### config.mk
export PLATFORM = sky130hd
export DESIGN_NAME = scrb_top
export DESIGN_NICKNAME = d
export VERILOG_FILES = /design/src/scrb_pkg.sv /design/src/scrb_top.sv
export SDC_FILE = /design/constraint.sdc
export NUM_CORES = 1
export LEC_CHECK = 0
export BUFFER_PORTS_ARGS = -buffer_cell sky130_fd_sc_hd__buf_2
export CORE_UTILIZATION = 58
export CTS_BUF_LIST = sky130_fd_sc_hd__clkbuf_16
export DETAILED_ROUTE_END_ITERATION = 16
export PLACE_DENSITY_LB_ADDON = 0.05
export SETUP_SLACK_MARGIN = 0.4
export SYNTH_ARGS = -nofsm -noshare
export SYNTH_HDL_FRONTEND = slang
export SYNTH_SLANG_ARGS = --single-unit
### constraint.sdc
create_clock -name REF_CLK -period 4.85 [get_ports REF_CLK]
set_clock_uncertainty 0.05 [all_clocks]
set_input_delay 0.2425 -clock REF_CLK [delete_from_list [all_inputs] [get_ports REF_CLK]]
set_output_delay 0.2425 -clock REF_CLK [all_outputs]
set_load 0.01 [all_outputs]
### src/scrb_pkg.sv
package scrb_pkg;

  // ***************************************************************
  // Register map
  // ***************************************************************
  localparam int NREG = 16;

  // Bank codes on the BANK port
  localparam logic [2:0] BANK_A = 3'h0;
  localparam logic [2:0] BANK_B = 3'h1;
  localparam logic [2:0] BANK_F = 3'h5;
  localparam logic [2:0] BANK_G = 3'h6;
  localparam logic [2:0] BANK_H = 3'h7;

  // Register indices into the storage arrays
  localparam int IDX_UPDATE_CTRL    = 0;
  localparam int IDX_SYNTH_PWR      = 1;
  localparam int IDX_CONV_PIPE_DIV  = 2;
  localparam int IDX_LINK_CLK_DIV   = 3;
  localparam int IDX_CLK_GATE       = 4;
  localparam int IDX_SYNC_SUPPRESS  = 5;
  localparam int IDX_SYNC_SHAPE     = 6;
  localparam int IDX_FRAME_SYNC     = 7;
  localparam int IDX_TEST_PATTERN   = 8;
  localparam int IDX_LINK_ENABLE    = 9;
  localparam int IDX_CLK_PIN_STATE  = 10;
  localparam int IDX_DATA_PIN_STATE = 11;
  localparam int IDX_LANE_ROUTE     = 12;
  localparam int IDX_PIN_POL_SWAP   = 13;
  localparam int IDX_PIPE_FUNC      = 14;
  localparam int IDX_TONE_SHADING   = 15;

  // Per register: bank, offset, implemented bits, reset value (index 15 first)
  localparam logic [NREG-1:0][2:0] REG_BANK = {
    BANK_H, BANK_G, BANK_F, BANK_F, BANK_F, BANK_F, BANK_F, BANK_B,
    BANK_B, BANK_A, BANK_A, BANK_A, BANK_A, BANK_A, BANK_A, BANK_A};
  localparam logic [NREG-1:0][7:0] REG_ADDR = {
    8'h04, 8'h06, 8'h0b, 8'h09, 8'h06, 8'h05, 8'h04, 8'h11,
    8'h0a, 8'hae, 8'had, 8'h58, 8'h57, 8'h56, 8'h4e, 8'h1a};
  localparam logic [NREG-1:0][7:0] REG_MASK = {
    8'h50, 8'he1, 8'hc8, 8'h0f, 8'hff, 8'hf0, 8'h50, 8'h1e,
    8'h30, 8'h70, 8'h60, 8'hc0, 8'hd8, 8'hf0, 8'h38, 8'hf0};
  localparam logic [NREG-1:0][7:0] REG_RESET = {
    8'h00, 8'h00, 8'h00, 8'h0b, 8'haa, 8'ha0, 8'h10, 8'h00,
    8'h00, 8'h00, 8'h00, 8'hc0, 8'h50, 8'h20, 8'h38, 8'h50};
  // Registers whose fields follow the frame-synced update path
  localparam logic [NREG-1:0] REG_FRAME_SYNCED = 16'hc27c;

  // ***************************************************************
  // Field positions
  // ***************************************************************
  localparam int UPD_FRAME_LSB  = 4;  // frame-synced update mode [5:4]
  localparam int CONV_DIV_LSB   = 6;
  localparam int PIPE_DIV_LSB   = 4;
  localparam int BIT_DIV_LSB    = 6;
  localparam int BYTE_DIV_LSB   = 3;
  localparam int PIPE_GATE_BIT  = 7;
  localparam int TONE_GATE_BIT  = 6;
  localparam int SYNTH1_PD_BIT  = 5;
  localparam int BYPASS_BIT     = 4;
  localparam int SYNTH2_PD_BIT  = 3;
  localparam int FSYNC_EN_BIT   = 5;
  localparam int FSYNC_MST_BIT  = 4;
  localparam int TP_SEL_LSB     = 3;
  localparam int TP_SEL_VS_LSB  = 1;
  localparam int SUPP_V_BIT     = 5;  // suppress code bit 0: vertical
  localparam int SUPP_H_BIT     = 6;  // suppress code bit 1: horizontal
  localparam int VINV_BIT       = 6;
  localparam int HALL_BIT       = 5;
  localparam int HINV_BIT       = 4;
  localparam int LINK_EN_BIT    = 6;
  localparam int CK_CONT_BIT    = 4;
  localparam int CK_PIN_LSB     = 4;
  localparam int D0_PIN_LSB     = 4;
  localparam int D1_PIN_LSB     = 0;
  localparam int L0_SRC_LSB     = 2;
  localparam int L1_SRC_LSB     = 0;
  localparam int L0_SWAP_BIT    = 7;
  localparam int L1_SWAP_BIT    = 6;
  localparam int CK_SWAP_BIT    = 3;
  localparam int NR_LONG_BIT    = 7;
  localparam int NR_SHORT_BIT   = 6;
  localparam int NR_VSHORT_BIT  = 5;
  localparam int DGAIN_BIT      = 0;
  localparam int LENS_BIT       = 6;
  localparam int TONE_BIT       = 4;

  // Update mode codes
  localparam logic [1:0] UPD_BLOCKED  = 2'h0;
  localparam logic [1:0] UPD_AT_FRAME = 2'h1;

  // Lane pin state codes
  typedef enum logic [3:0] {
    SCRB_PIN_NORMAL   = 4'h0,
    SCRB_PIN_LP00     = 4'h1,
    SCRB_PIN_LP01     = 4'h2,
    SCRB_PIN_LP10     = 4'h3,
    SCRB_PIN_LP11     = 4'h4,
    SCRB_PIN_HS0      = 4'h5,
    SCRB_PIN_HS1      = 4'h6,
    SCRB_PIN_HIZ      = 4'h7,
    SCRB_PIN_ULP      = 4'h8,
    SCRB_PIN_SER_TEST = 4'h9,
    SCRB_PIN_PWR_DOWN = 4'ha
  } scrb_pin_state_e;

  typedef logic [NREG-1:0][7:0] scrb_regs_t;

  typedef struct packed {
    scrb_regs_t  shadow;   // Host-visible values
    scrb_regs_t  active;   // Values driving the hardware
    logic [7:0]  rd_data;
  } scrb_state_s;

endpackage

### src/scrb_top.sv
// Function
// - Frame-synced fields: 01 at frame, 1x immediately
// - Update bits [5:4] not frame-synced; 00 blocks frame-synced updates
// - Converter clock divider code, bits 7:6, reset 00
// - Pipeline clock divider code, bits 5:4, reset 10
// - Link bit clock divider, bits 7:6, reset 01
// - Link byte clock divider, bits 4:3, reset 10
// - Pipeline and tone-map clock gates, reset on
// - Synthesizer power-down bits 5 and 3, reset 1
// - Synthesizer bypass bit 4, reset 1
// - Frame sync enable bit5, master bit4
// - Pattern input selectors bits 4:3 and 2:1
// - Sync suppress code: none, vertical, horizontal, both
// - Vertical and horizontal sync polarity invert bits
// - Horizontal sync on every line when set
// - Link enabled only when bit 6 set
// - Clock lane continuous fast mode, reset 1
// - Clock lane pin state code, reset power down
// - Data lane pin state codes, reset power down
// - Per-lane data source select, reset 10/11
// - Lane and clock pin polarity swap bits
// - Noise reduction enables per exposure
// - Pipeline digital gain enable bit 0
// - Lens shading bit 6, tone map bit 4
`timescale 1ns/1ps
module scrb_top (
  input  wire logic       REF_CLK,
  input  wire logic       RST,
  input  wire logic [2:0] BANK,
  input  wire logic [7:0] ADDR,
  input  wire logic       WR_EN,
  input  wire logic [7:0] WR_DATA,
  input  wire logic       RD_EN,
  input  wire logic       FRAME_UPDATE,
  output logic      [7:0] RD_DATA,
  output logic      [1:0] CONV_CLK_DIV,
  output logic      [1:0] PIPE_CLK_DIV,
  output logic      [1:0] LINK_BIT_CLK_DIV,
  output logic      [1:0] LINK_BYTE_CLK_DIV,
  output logic            PIPE_CLOCK_GATE,
  output logic            TONE_MAP_CLOCK_GATE,
  output logic            SYNTH1_POWER_DOWN,
  output logic            SYNTH2_POWER_DOWN,
  output logic            SYNTH_BYPASS,
  output logic            FRAME_SYNC_ENABLE,
  output logic            FRAME_SYNC_MASTER,
  output logic      [1:0] PATTERN_INPUT_SELECT,
  output logic      [1:0] PATTERN_INPUT_SELECT_SHORTEST,
  output logic            VSYNC_SUPPRESS,
  output logic            HSYNC_SUPPRESS,
  output logic            VERTICAL_SYNC_INVERT,
  output logic            HORIZONTAL_SYNC_INVERT,
  output logic            HORIZONTAL_SYNC_EVERY_LINE,
  output logic            LINK_ENABLE,
  output logic            CLOCK_LANE_CONTINUOUS_FAST,
  output logic      [3:0] CLOCK_LANE_PIN_STATE,
  output logic      [3:0] DATA_LANE0_PIN_STATE,
  output logic      [3:0] DATA_LANE1_PIN_STATE,
  output logic      [1:0] LANE0_SOURCE_SELECT,
  output logic      [1:0] LANE1_SOURCE_SELECT,
  output logic            LANE0_PIN_POLARITY_SWAP,
  output logic            LANE1_PIN_POLARITY_SWAP,
  output logic            CLOCK_LANE_PIN_POLARITY_SWAP,
  output logic            NOISE_REDUCE_LONG_ENABLE,
  output logic            NOISE_REDUCE_SHORT_ENABLE,
  output logic            NOISE_REDUCE_SHORTEST_ENABLE,
  output logic            PIPE_DIGITAL_GAIN_ENABLE,
  output logic            LENS_SHADING_ENABLE,
  output logic            TONE_MAP_ENABLE
);

  // ***************************************************************
  // Address decode
  // ***************************************************************
  logic [scrb_pkg::NREG-1:0] hit;

  // One comparator per register
  genvar gi;
  generate
    for (gi = 0; gi < scrb_pkg::NREG; gi++) begin : g_hit
      assign hit[gi] = (BANK == scrb_pkg::REG_BANK[gi]) && (ADDR == scrb_pkg::REG_ADDR[gi]);
    end
  endgenerate

  // ***************************************************************
  // State
  // ***************************************************************
  scrb_pkg::scrb_state_s st_r;
  scrb_pkg::scrb_state_s st_nxt;
  logic [1:0]            frame_mode;

  // Mode comes from the stored copy, so a mode write acts one edge later
  assign frame_mode = st_r.shadow[scrb_pkg::IDX_UPDATE_CTRL][scrb_pkg::UPD_FRAME_LSB +: 2];

  // Shadow takes writes; active follows per update type
  always_comb begin
    st_nxt = st_r;
    for (int i = 0; i < scrb_pkg::NREG; i++) begin
      if (WR_EN && hit[i]) begin
        st_nxt.shadow[i] = WR_DATA & scrb_pkg::REG_MASK[i];
      end
      if (!scrb_pkg::REG_FRAME_SYNCED[i]) begin
        st_nxt.active[i] = st_nxt.shadow[i];
      end else if (frame_mode[1]) begin
        st_nxt.active[i] = st_nxt.shadow[i];
      end else if (frame_mode == scrb_pkg::UPD_AT_FRAME && FRAME_UPDATE) begin
        // A write in the frame-point cycle waits for the next frame point
        st_nxt.active[i] = st_r.shadow[i];
      end
      // Code 00 leaves active untouched
    end
    if (RD_EN) begin
      st_nxt.rd_data = 8'h00; // Unmapped reads as zero
      for (int i = 0; i < scrb_pkg::NREG; i++) begin
        if (hit[i]) begin
          st_nxt.rd_data = st_r.shadow[i];
        end
      end
    end
  end

  // State register with constant reset
  always_ff @(posedge REF_CLK or posedge RST) begin
    if (RST) begin
      st_r.shadow  <= scrb_pkg::REG_RESET;
      st_r.active  <= scrb_pkg::REG_RESET;
      st_r.rd_data <= 8'h00;
    end else begin
      st_r <= st_nxt;
    end
  end

  // ***************************************************************
  // Field outputs, all straight from active flops
  // ***************************************************************
  // Clocking and synthesizers
  assign CONV_CLK_DIV =
    st_r.active[scrb_pkg::IDX_CONV_PIPE_DIV][scrb_pkg::CONV_DIV_LSB +: 2];
  assign PIPE_CLK_DIV =
    st_r.active[scrb_pkg::IDX_CONV_PIPE_DIV][scrb_pkg::PIPE_DIV_LSB +: 2];
  assign LINK_BIT_CLK_DIV =
    st_r.active[scrb_pkg::IDX_LINK_CLK_DIV][scrb_pkg::BIT_DIV_LSB +: 2];
  assign LINK_BYTE_CLK_DIV =
    st_r.active[scrb_pkg::IDX_LINK_CLK_DIV][scrb_pkg::BYTE_DIV_LSB +: 2];
  assign PIPE_CLOCK_GATE =
    st_r.active[scrb_pkg::IDX_CLK_GATE][scrb_pkg::PIPE_GATE_BIT];
  assign TONE_MAP_CLOCK_GATE =
    st_r.active[scrb_pkg::IDX_CLK_GATE][scrb_pkg::TONE_GATE_BIT];
  assign SYNTH1_POWER_DOWN =
    st_r.active[scrb_pkg::IDX_SYNTH_PWR][scrb_pkg::SYNTH1_PD_BIT];
  assign SYNTH2_POWER_DOWN =
    st_r.active[scrb_pkg::IDX_SYNTH_PWR][scrb_pkg::SYNTH2_PD_BIT];
  assign SYNTH_BYPASS      = st_r.active[scrb_pkg::IDX_SYNTH_PWR][scrb_pkg::BYPASS_BIT];

  // Frame sync and test pattern
  assign FRAME_SYNC_ENABLE =
    st_r.active[scrb_pkg::IDX_FRAME_SYNC][scrb_pkg::FSYNC_EN_BIT];
  assign FRAME_SYNC_MASTER =
    st_r.active[scrb_pkg::IDX_FRAME_SYNC][scrb_pkg::FSYNC_MST_BIT];
  assign PATTERN_INPUT_SELECT =
    st_r.active[scrb_pkg::IDX_TEST_PATTERN][scrb_pkg::TP_SEL_LSB +: 2];
  assign PATTERN_INPUT_SELECT_SHORTEST =
    st_r.active[scrb_pkg::IDX_TEST_PATTERN][scrb_pkg::TP_SEL_VS_LSB +: 2];

  // Sync shaping: suppress code bit 0 vertical, bit 1 horizontal
  assign VSYNC_SUPPRESS = st_r.active[scrb_pkg::IDX_SYNC_SUPPRESS][scrb_pkg::SUPP_V_BIT];
  assign HSYNC_SUPPRESS = st_r.active[scrb_pkg::IDX_SYNC_SUPPRESS][scrb_pkg::SUPP_H_BIT];
  assign VERTICAL_SYNC_INVERT =
    st_r.active[scrb_pkg::IDX_SYNC_SHAPE][scrb_pkg::VINV_BIT];
  assign HORIZONTAL_SYNC_INVERT =
    st_r.active[scrb_pkg::IDX_SYNC_SHAPE][scrb_pkg::HINV_BIT];
  assign HORIZONTAL_SYNC_EVERY_LINE =
    st_r.active[scrb_pkg::IDX_SYNC_SHAPE][scrb_pkg::HALL_BIT];

  // Serial link pads and routing
  assign LINK_ENABLE = st_r.active[scrb_pkg::IDX_LINK_ENABLE][scrb_pkg::LINK_EN_BIT];
  assign CLOCK_LANE_CONTINUOUS_FAST =
    st_r.active[scrb_pkg::IDX_LINK_ENABLE][scrb_pkg::CK_CONT_BIT];
  assign CLOCK_LANE_PIN_STATE =
    st_r.active[scrb_pkg::IDX_CLK_PIN_STATE][scrb_pkg::CK_PIN_LSB +: 4];
  assign DATA_LANE0_PIN_STATE =
    st_r.active[scrb_pkg::IDX_DATA_PIN_STATE][scrb_pkg::D0_PIN_LSB +: 4];
  assign DATA_LANE1_PIN_STATE =
    st_r.active[scrb_pkg::IDX_DATA_PIN_STATE][scrb_pkg::D1_PIN_LSB +: 4];
  assign LANE0_SOURCE_SELECT =
    st_r.active[scrb_pkg::IDX_LANE_ROUTE][scrb_pkg::L0_SRC_LSB +: 2];
  assign LANE1_SOURCE_SELECT =
    st_r.active[scrb_pkg::IDX_LANE_ROUTE][scrb_pkg::L1_SRC_LSB +: 2];
  assign LANE0_PIN_POLARITY_SWAP =
    st_r.active[scrb_pkg::IDX_PIN_POL_SWAP][scrb_pkg::L0_SWAP_BIT];
  assign LANE1_PIN_POLARITY_SWAP =
    st_r.active[scrb_pkg::IDX_PIN_POL_SWAP][scrb_pkg::L1_SWAP_BIT];
  assign CLOCK_LANE_PIN_POLARITY_SWAP =
    st_r.active[scrb_pkg::IDX_PIN_POL_SWAP][scrb_pkg::CK_SWAP_BIT];

  // Processing stage enables
  assign NOISE_REDUCE_LONG_ENABLE =
    st_r.active[scrb_pkg::IDX_PIPE_FUNC][scrb_pkg::NR_LONG_BIT];
  assign NOISE_REDUCE_SHORT_ENABLE =
    st_r.active[scrb_pkg::IDX_PIPE_FUNC][scrb_pkg::NR_SHORT_BIT];
  assign NOISE_REDUCE_SHORTEST_ENABLE =
    st_r.active[scrb_pkg::IDX_PIPE_FUNC][scrb_pkg::NR_VSHORT_BIT];
  assign PIPE_DIGITAL_GAIN_ENABLE =
    st_r.active[scrb_pkg::IDX_PIPE_FUNC][scrb_pkg::DGAIN_BIT];
  assign LENS_SHADING_ENABLE =
    st_r.active[scrb_pkg::IDX_TONE_SHADING][scrb_pkg::LENS_BIT];
  assign TONE_MAP_ENABLE =
    st_r.active[scrb_pkg::IDX_TONE_SHADING][scrb_pkg::TONE_BIT];

  assign RD_DATA = st_r.rd_data;

endmodule

Yosys cells after proc, flatten, opt, wreduce, memory -nomap -nowiden:

Index checks and enable logic that the tools add are counted.

* register bits after elaboration: 164
* bits of input ports: 24
* output and inout bits: 59
* logic and storage cells: 119

* eq/ne operators: 19
* muxes and demuxes: 40
* reductions and logical operators: 35

Operator list (count)
* 8-bit 2-to-1 mux: 32
* 7-bit 2-to-1 mux: 8
* 1-bit logical AND: 33
* 8-bit by 7-bit == test with 1-bit output (second input constant): 4
* 8-bit by 3-bit == test with 1-bit output (second input constant): 3
* 8-bit by 4-bit == test with 1-bit output (second input constant): 3
* 8-bit by 5-bit == test with 1-bit output (second input constant): 2
* 8-bit == test (second input constant): 2
* 3-bit == test (second input constant): 3
* 3-bit by 1-bit == test with 1-bit output (second input constant): 1
* 3-bit logical NOT: 1
* 2-bit by 1-bit == test with 1-bit output (second input constant): 1
* 2-bit nonzero test: 1

Logic depth before layout (Yosys ltp):

* depth after elaboration: 18
* depth in mapped cells: 8
* gate-level depth less buffers: 6

Worst setup path before layout:

OpenSTA, ideal clock, no wires.

* kind: input to register
* start: input ADDR[5]
* end: register st_r, in the netlist DATA_LANE1_PIN_STATE[0]
* setup time: 125 ps
* arrival time: 1991 ps
* data required time: 4675 ps
* setup slack: 2684 ps
* cell stages on the path: 7
* buffers on the path: 2
* cell sequence: or4_1 > buf_2 > buf_6 > nor3_4 > nand2_1 > nor2_2 > mux2_2

* cells in the longest elaborated chain, start to end: 3

RTL lines
* start, declared: RTL line scrb_top.sv:30 `input wire logic [7:0] ADDR,`
* 8-bit by 3-bit == test with 1-bit output: RTL line scrb_top.sv:81 `assign hit[gi] = (BANK == scrb_pkg::REG_BANK[gi]) && (ADDR == scrb_pkg::REG_ADDR[gi]);`
* 1-bit logical AND: RTL line scrb_top.sv:81
* 1-bit logical AND: RTL line scrb_top.sv:99 `if (WR_EN && hit[i]) begin`
* end signal, assigned: RTL line scrb_top.sv:129 `st_r <= st_nxt;`
* end, declared: RTL line scrb_top.sv:88 `scrb_pkg::scrb_state_s st_r;`

No other way between the ends.
A chain may end at the register's enable or synchronous reset.

==> run_results.csv <==
group,metric,value,unit
placed_design,placedCellCount,742,
cts,hold_buffers,1,
cells_and_area,instances_no_fill,775,
worst_setup_path,reg2reg_from,"st_r[166]",
grt,grt_first_pass_wirelength,27780,um
worst_setup_path,path_max_fanout,13,
grt,track_usage,33.98,%
floorplan,fp.dieArea,11210,um^2
synthesis,synth_nets,610,
sta,rsz0062_at_grt,"false",
placed_design,io_buffers,82,
cells_and_area,stdcell_area,7056,um^2
synthesis,ys_seq_area_share,49.72,%
placed_design,pre_cts_ws,1.790,ns
cts,clock_latency,0.43,ns
floorplan,die_x,105.9,um
floorplan,num_rows,37,
routing,drc,0,
cts,cts-root-buf,"clkbuf_16",
cts,cts_tree,"yes",
placed_design,hpwl,12490,um
grt,antenna_found_initial,0,
floorplan,io_pins,83,
cells_and_area,area_delta_synth_final,12.78,%
synthesis,yosys_warnings,0,
worst_setup_path,reg2reg_depth,6,
cts,cts_max_level,4,
cts,path_clk_slew,0.06,ns
cells_and_area,layout_commonest_cell,"dfrtp_1",
worst_setup_path,start_kind,"primary input",
cells_and_area,finish.utilization,68.04,%
sta,slew_headroom,30.47,%
worst_setup_path,r2r_end,"RD_DATA[6]",
synthesis,syn_inst,586,
routing,num_vias,4915,
cts,ctsResizeCount,0,
cts,cts_buffers,17,
sta,layout_worst_path_cycle_share,55.37,%
floorplan,die_h,105.9,um
job,cap_violations,0,
power,p_leak,3.488,nW
cts,clock-sinks,123,
sta,hold_viol,0,
routing,wire_per_inst,22.88,um
power,totalPowerFinal,2.393,mW
sta,clock.fmax,372.3,MHz
power,powerDensity,339.1,nW/um^2
cts,cts_setup_buffers,0,
placed_design,placed_area,6484,um^2
worst_setup_path,crit_required,5.09,ns
power,ir_drop,0.3104,mV
sta,tightestPinTransition,1.033,ns
routing,vias_per_cell,6.342,
routing,first_pass_iters,5,
cells_and_area,final_nets,650,
sta,worst_slack,2.164,ns
min_path,hp-class,"in2reg",
min_path,hp-start,"WR_DATA[2]",
worst_setup_path,worst-setup-path-type,"in2reg",
cells_and_area,layout_common_cells,"97 x dfrtp_1, 82 x buf_2, 56 x mux2_2",
sta,hold_ws,0.02967,ns
grt,grt.overflow.total,0,
sta,slew_violations,0,
routing,drt_first_iter_violations,382,
synthesis,synth_flop_cell,"dfrtp_1",
worst_setup_path,reg2reg_setup_slack,3.02,ns
synthesis,async_flop_share,100.0,%
status,status,"finished, final reports clean",
cells_and_area,n_fill_cell,822,
floorplan,core_area,10370,um^2
sta,fin_crit,2.686,ns
grt,first_global_vias,4862,
sta,setup-tns-final,0,ns
synthesis,syn-cell-area,6256,um^2
cells_and_area,drive_gt1_share,32.24,%
min_path,hold_path_end,"PATTERN_INPUT_SELECT_SHORTEST[1]",
routing,drt_wl_total,17740,um
synthesis,ys_types,69,
worst_setup_path,arrival,2.92,ns
grt,grt_max_degree,68,
worst_setup_path,endpoint_kind,"register",
cts,ctsLongestPathBuffers,2,
routing,ant_nets,0,
cells_and_area,antennaDiodeCount,0,
min_path,hold_depth,2,
synthesis,synth_edf_count,0,
synthesis,syn_area_per_cell,10.68,um^2
floorplan,initial_core_util,60.33,%
sta,setup_violations,0,
synthesis,ys_ff_latch,123,
placed_design,place_congestion,0.9609,
==> worst max path at each step <==
stage | startpoint | end
finish | ADDR[5] | NOISE_REDUCE_LONG_ENABLE
global route | ADDR[5] | NOISE_REDUCE_SHORTEST_ENABLE
CTS | ADDR[5] | NOISE_REDUCE_LONG_ENABLE
detailed placement | ADDR[5] | NOISE_REDUCE_LONG_ENABLE
global placement | ADDR[5] | PIPE_DIGITAL_GAIN_ENABLE
floorplan | RST | CLOCK_LANE_PIN_POLARITY_SWAP
==> logic make-up after synthesis <==
logic type | count (synthesis) | synth area share, %
DFF | 123 | 49.72
AOI/OAI and AO/OA | 118 | 12.54
and+or+nand+nor | 188 | 16.62
buffers and inverters | 75 | 6.880
muxes | 82 | 14.24
==> critical path: stages <==
cell,delay (ns)
buf_2,0.13
or4_1,0.80
nor4_1,0.83
buf_4,0.29
nand2_2,0.13
mux2_2,0.34
nand2_1,0.07
o21ai_0,0.08
==> power by group <==
group | switching, mW | internal, mW | total [mW] | leakage, nW
combinational | 0.0967 | 0.0416 | 0.138 | 1.59
clock | 0.460 | 0.745 | 1.20 | 0.286
sequential | 0.00892 | 1.04 | 1.05 | 1.61
==> sequential cells by signal, summed over array words and instances (netlist names), 4 cells and up <==
name,count
RD_DATA,8
DATA_LANE1_PIN_STATE,4
DATA_LANE0_PIN_STATE,4
st_r,62
CLOCK_LANE_PIN_STATE,4
==> cells in the mapped netlist, drive strengths merged (3+ instances only) <==
master / count / area [um^2]
nand3: 9 / 45.04
nand2: 49 / 193.9
o2111ai: 3 / 26.28
and2: 39 / 244.0
o22ai: 7 / 43.79
nor2b: 5 / 31.28
inv: 5 / 18.77
dfstp: 26 / 683.2
a22oi: 7 / 52.55
o21ai: 37 / 185.2
a32oi: 3 / 26.28
dfrtp: 97 / 2427
and3: 5 / 31.28
or3: 6 / 37.54
o31ai: 4 / 30.03
o211ai: 4 / 30.03
nor2: 27 / 103.9
nor4: 10 / 77.57
a21oi: 17 / 85.08
nand2b: 4 / 25.02
clkbuf: 27 / 101.4
a221oi: 4 / 35.03
mux2i: 26 / 260.3
a31oi: 4 / 25.02
mux2: 56 / 630.6
o221ai: 3 / 26.28
nand4: 5 / 31.28
nor3: 11 / 66.32
buf: 42 / 306.5
==> layout make-up <==
| class | instances | area [um^2] | area share [%] |
|---|---|---|---|
| flip-flops and latches | 123 | 3110 | 44.09 |
| multi-input cells | 388 | 2715 | 38.48 |
| repair buffers | 90 | 473.0 | 6.703 |
| clock buffers | 17 | 425.4 | 6.029 |
| well taps | 136 | 170.2 | 2.412 |
| clock inverters | 15 | 136.4 | 1.933 |
| inverters | 6 | 25.02 | 0.3547 |
==> layer usage <==
| metal | track usage (%) | part of all wire, % |
|---|---|---|
| met5 | 0 | 0 |
| met4 | 13.39 | 2.5 |
| met3 | 7.730 | 6.7 |
| met2 | 53.55 | 47 |
| met1 | 45.69 | 43 |
(Power assumes the default switching activity.)
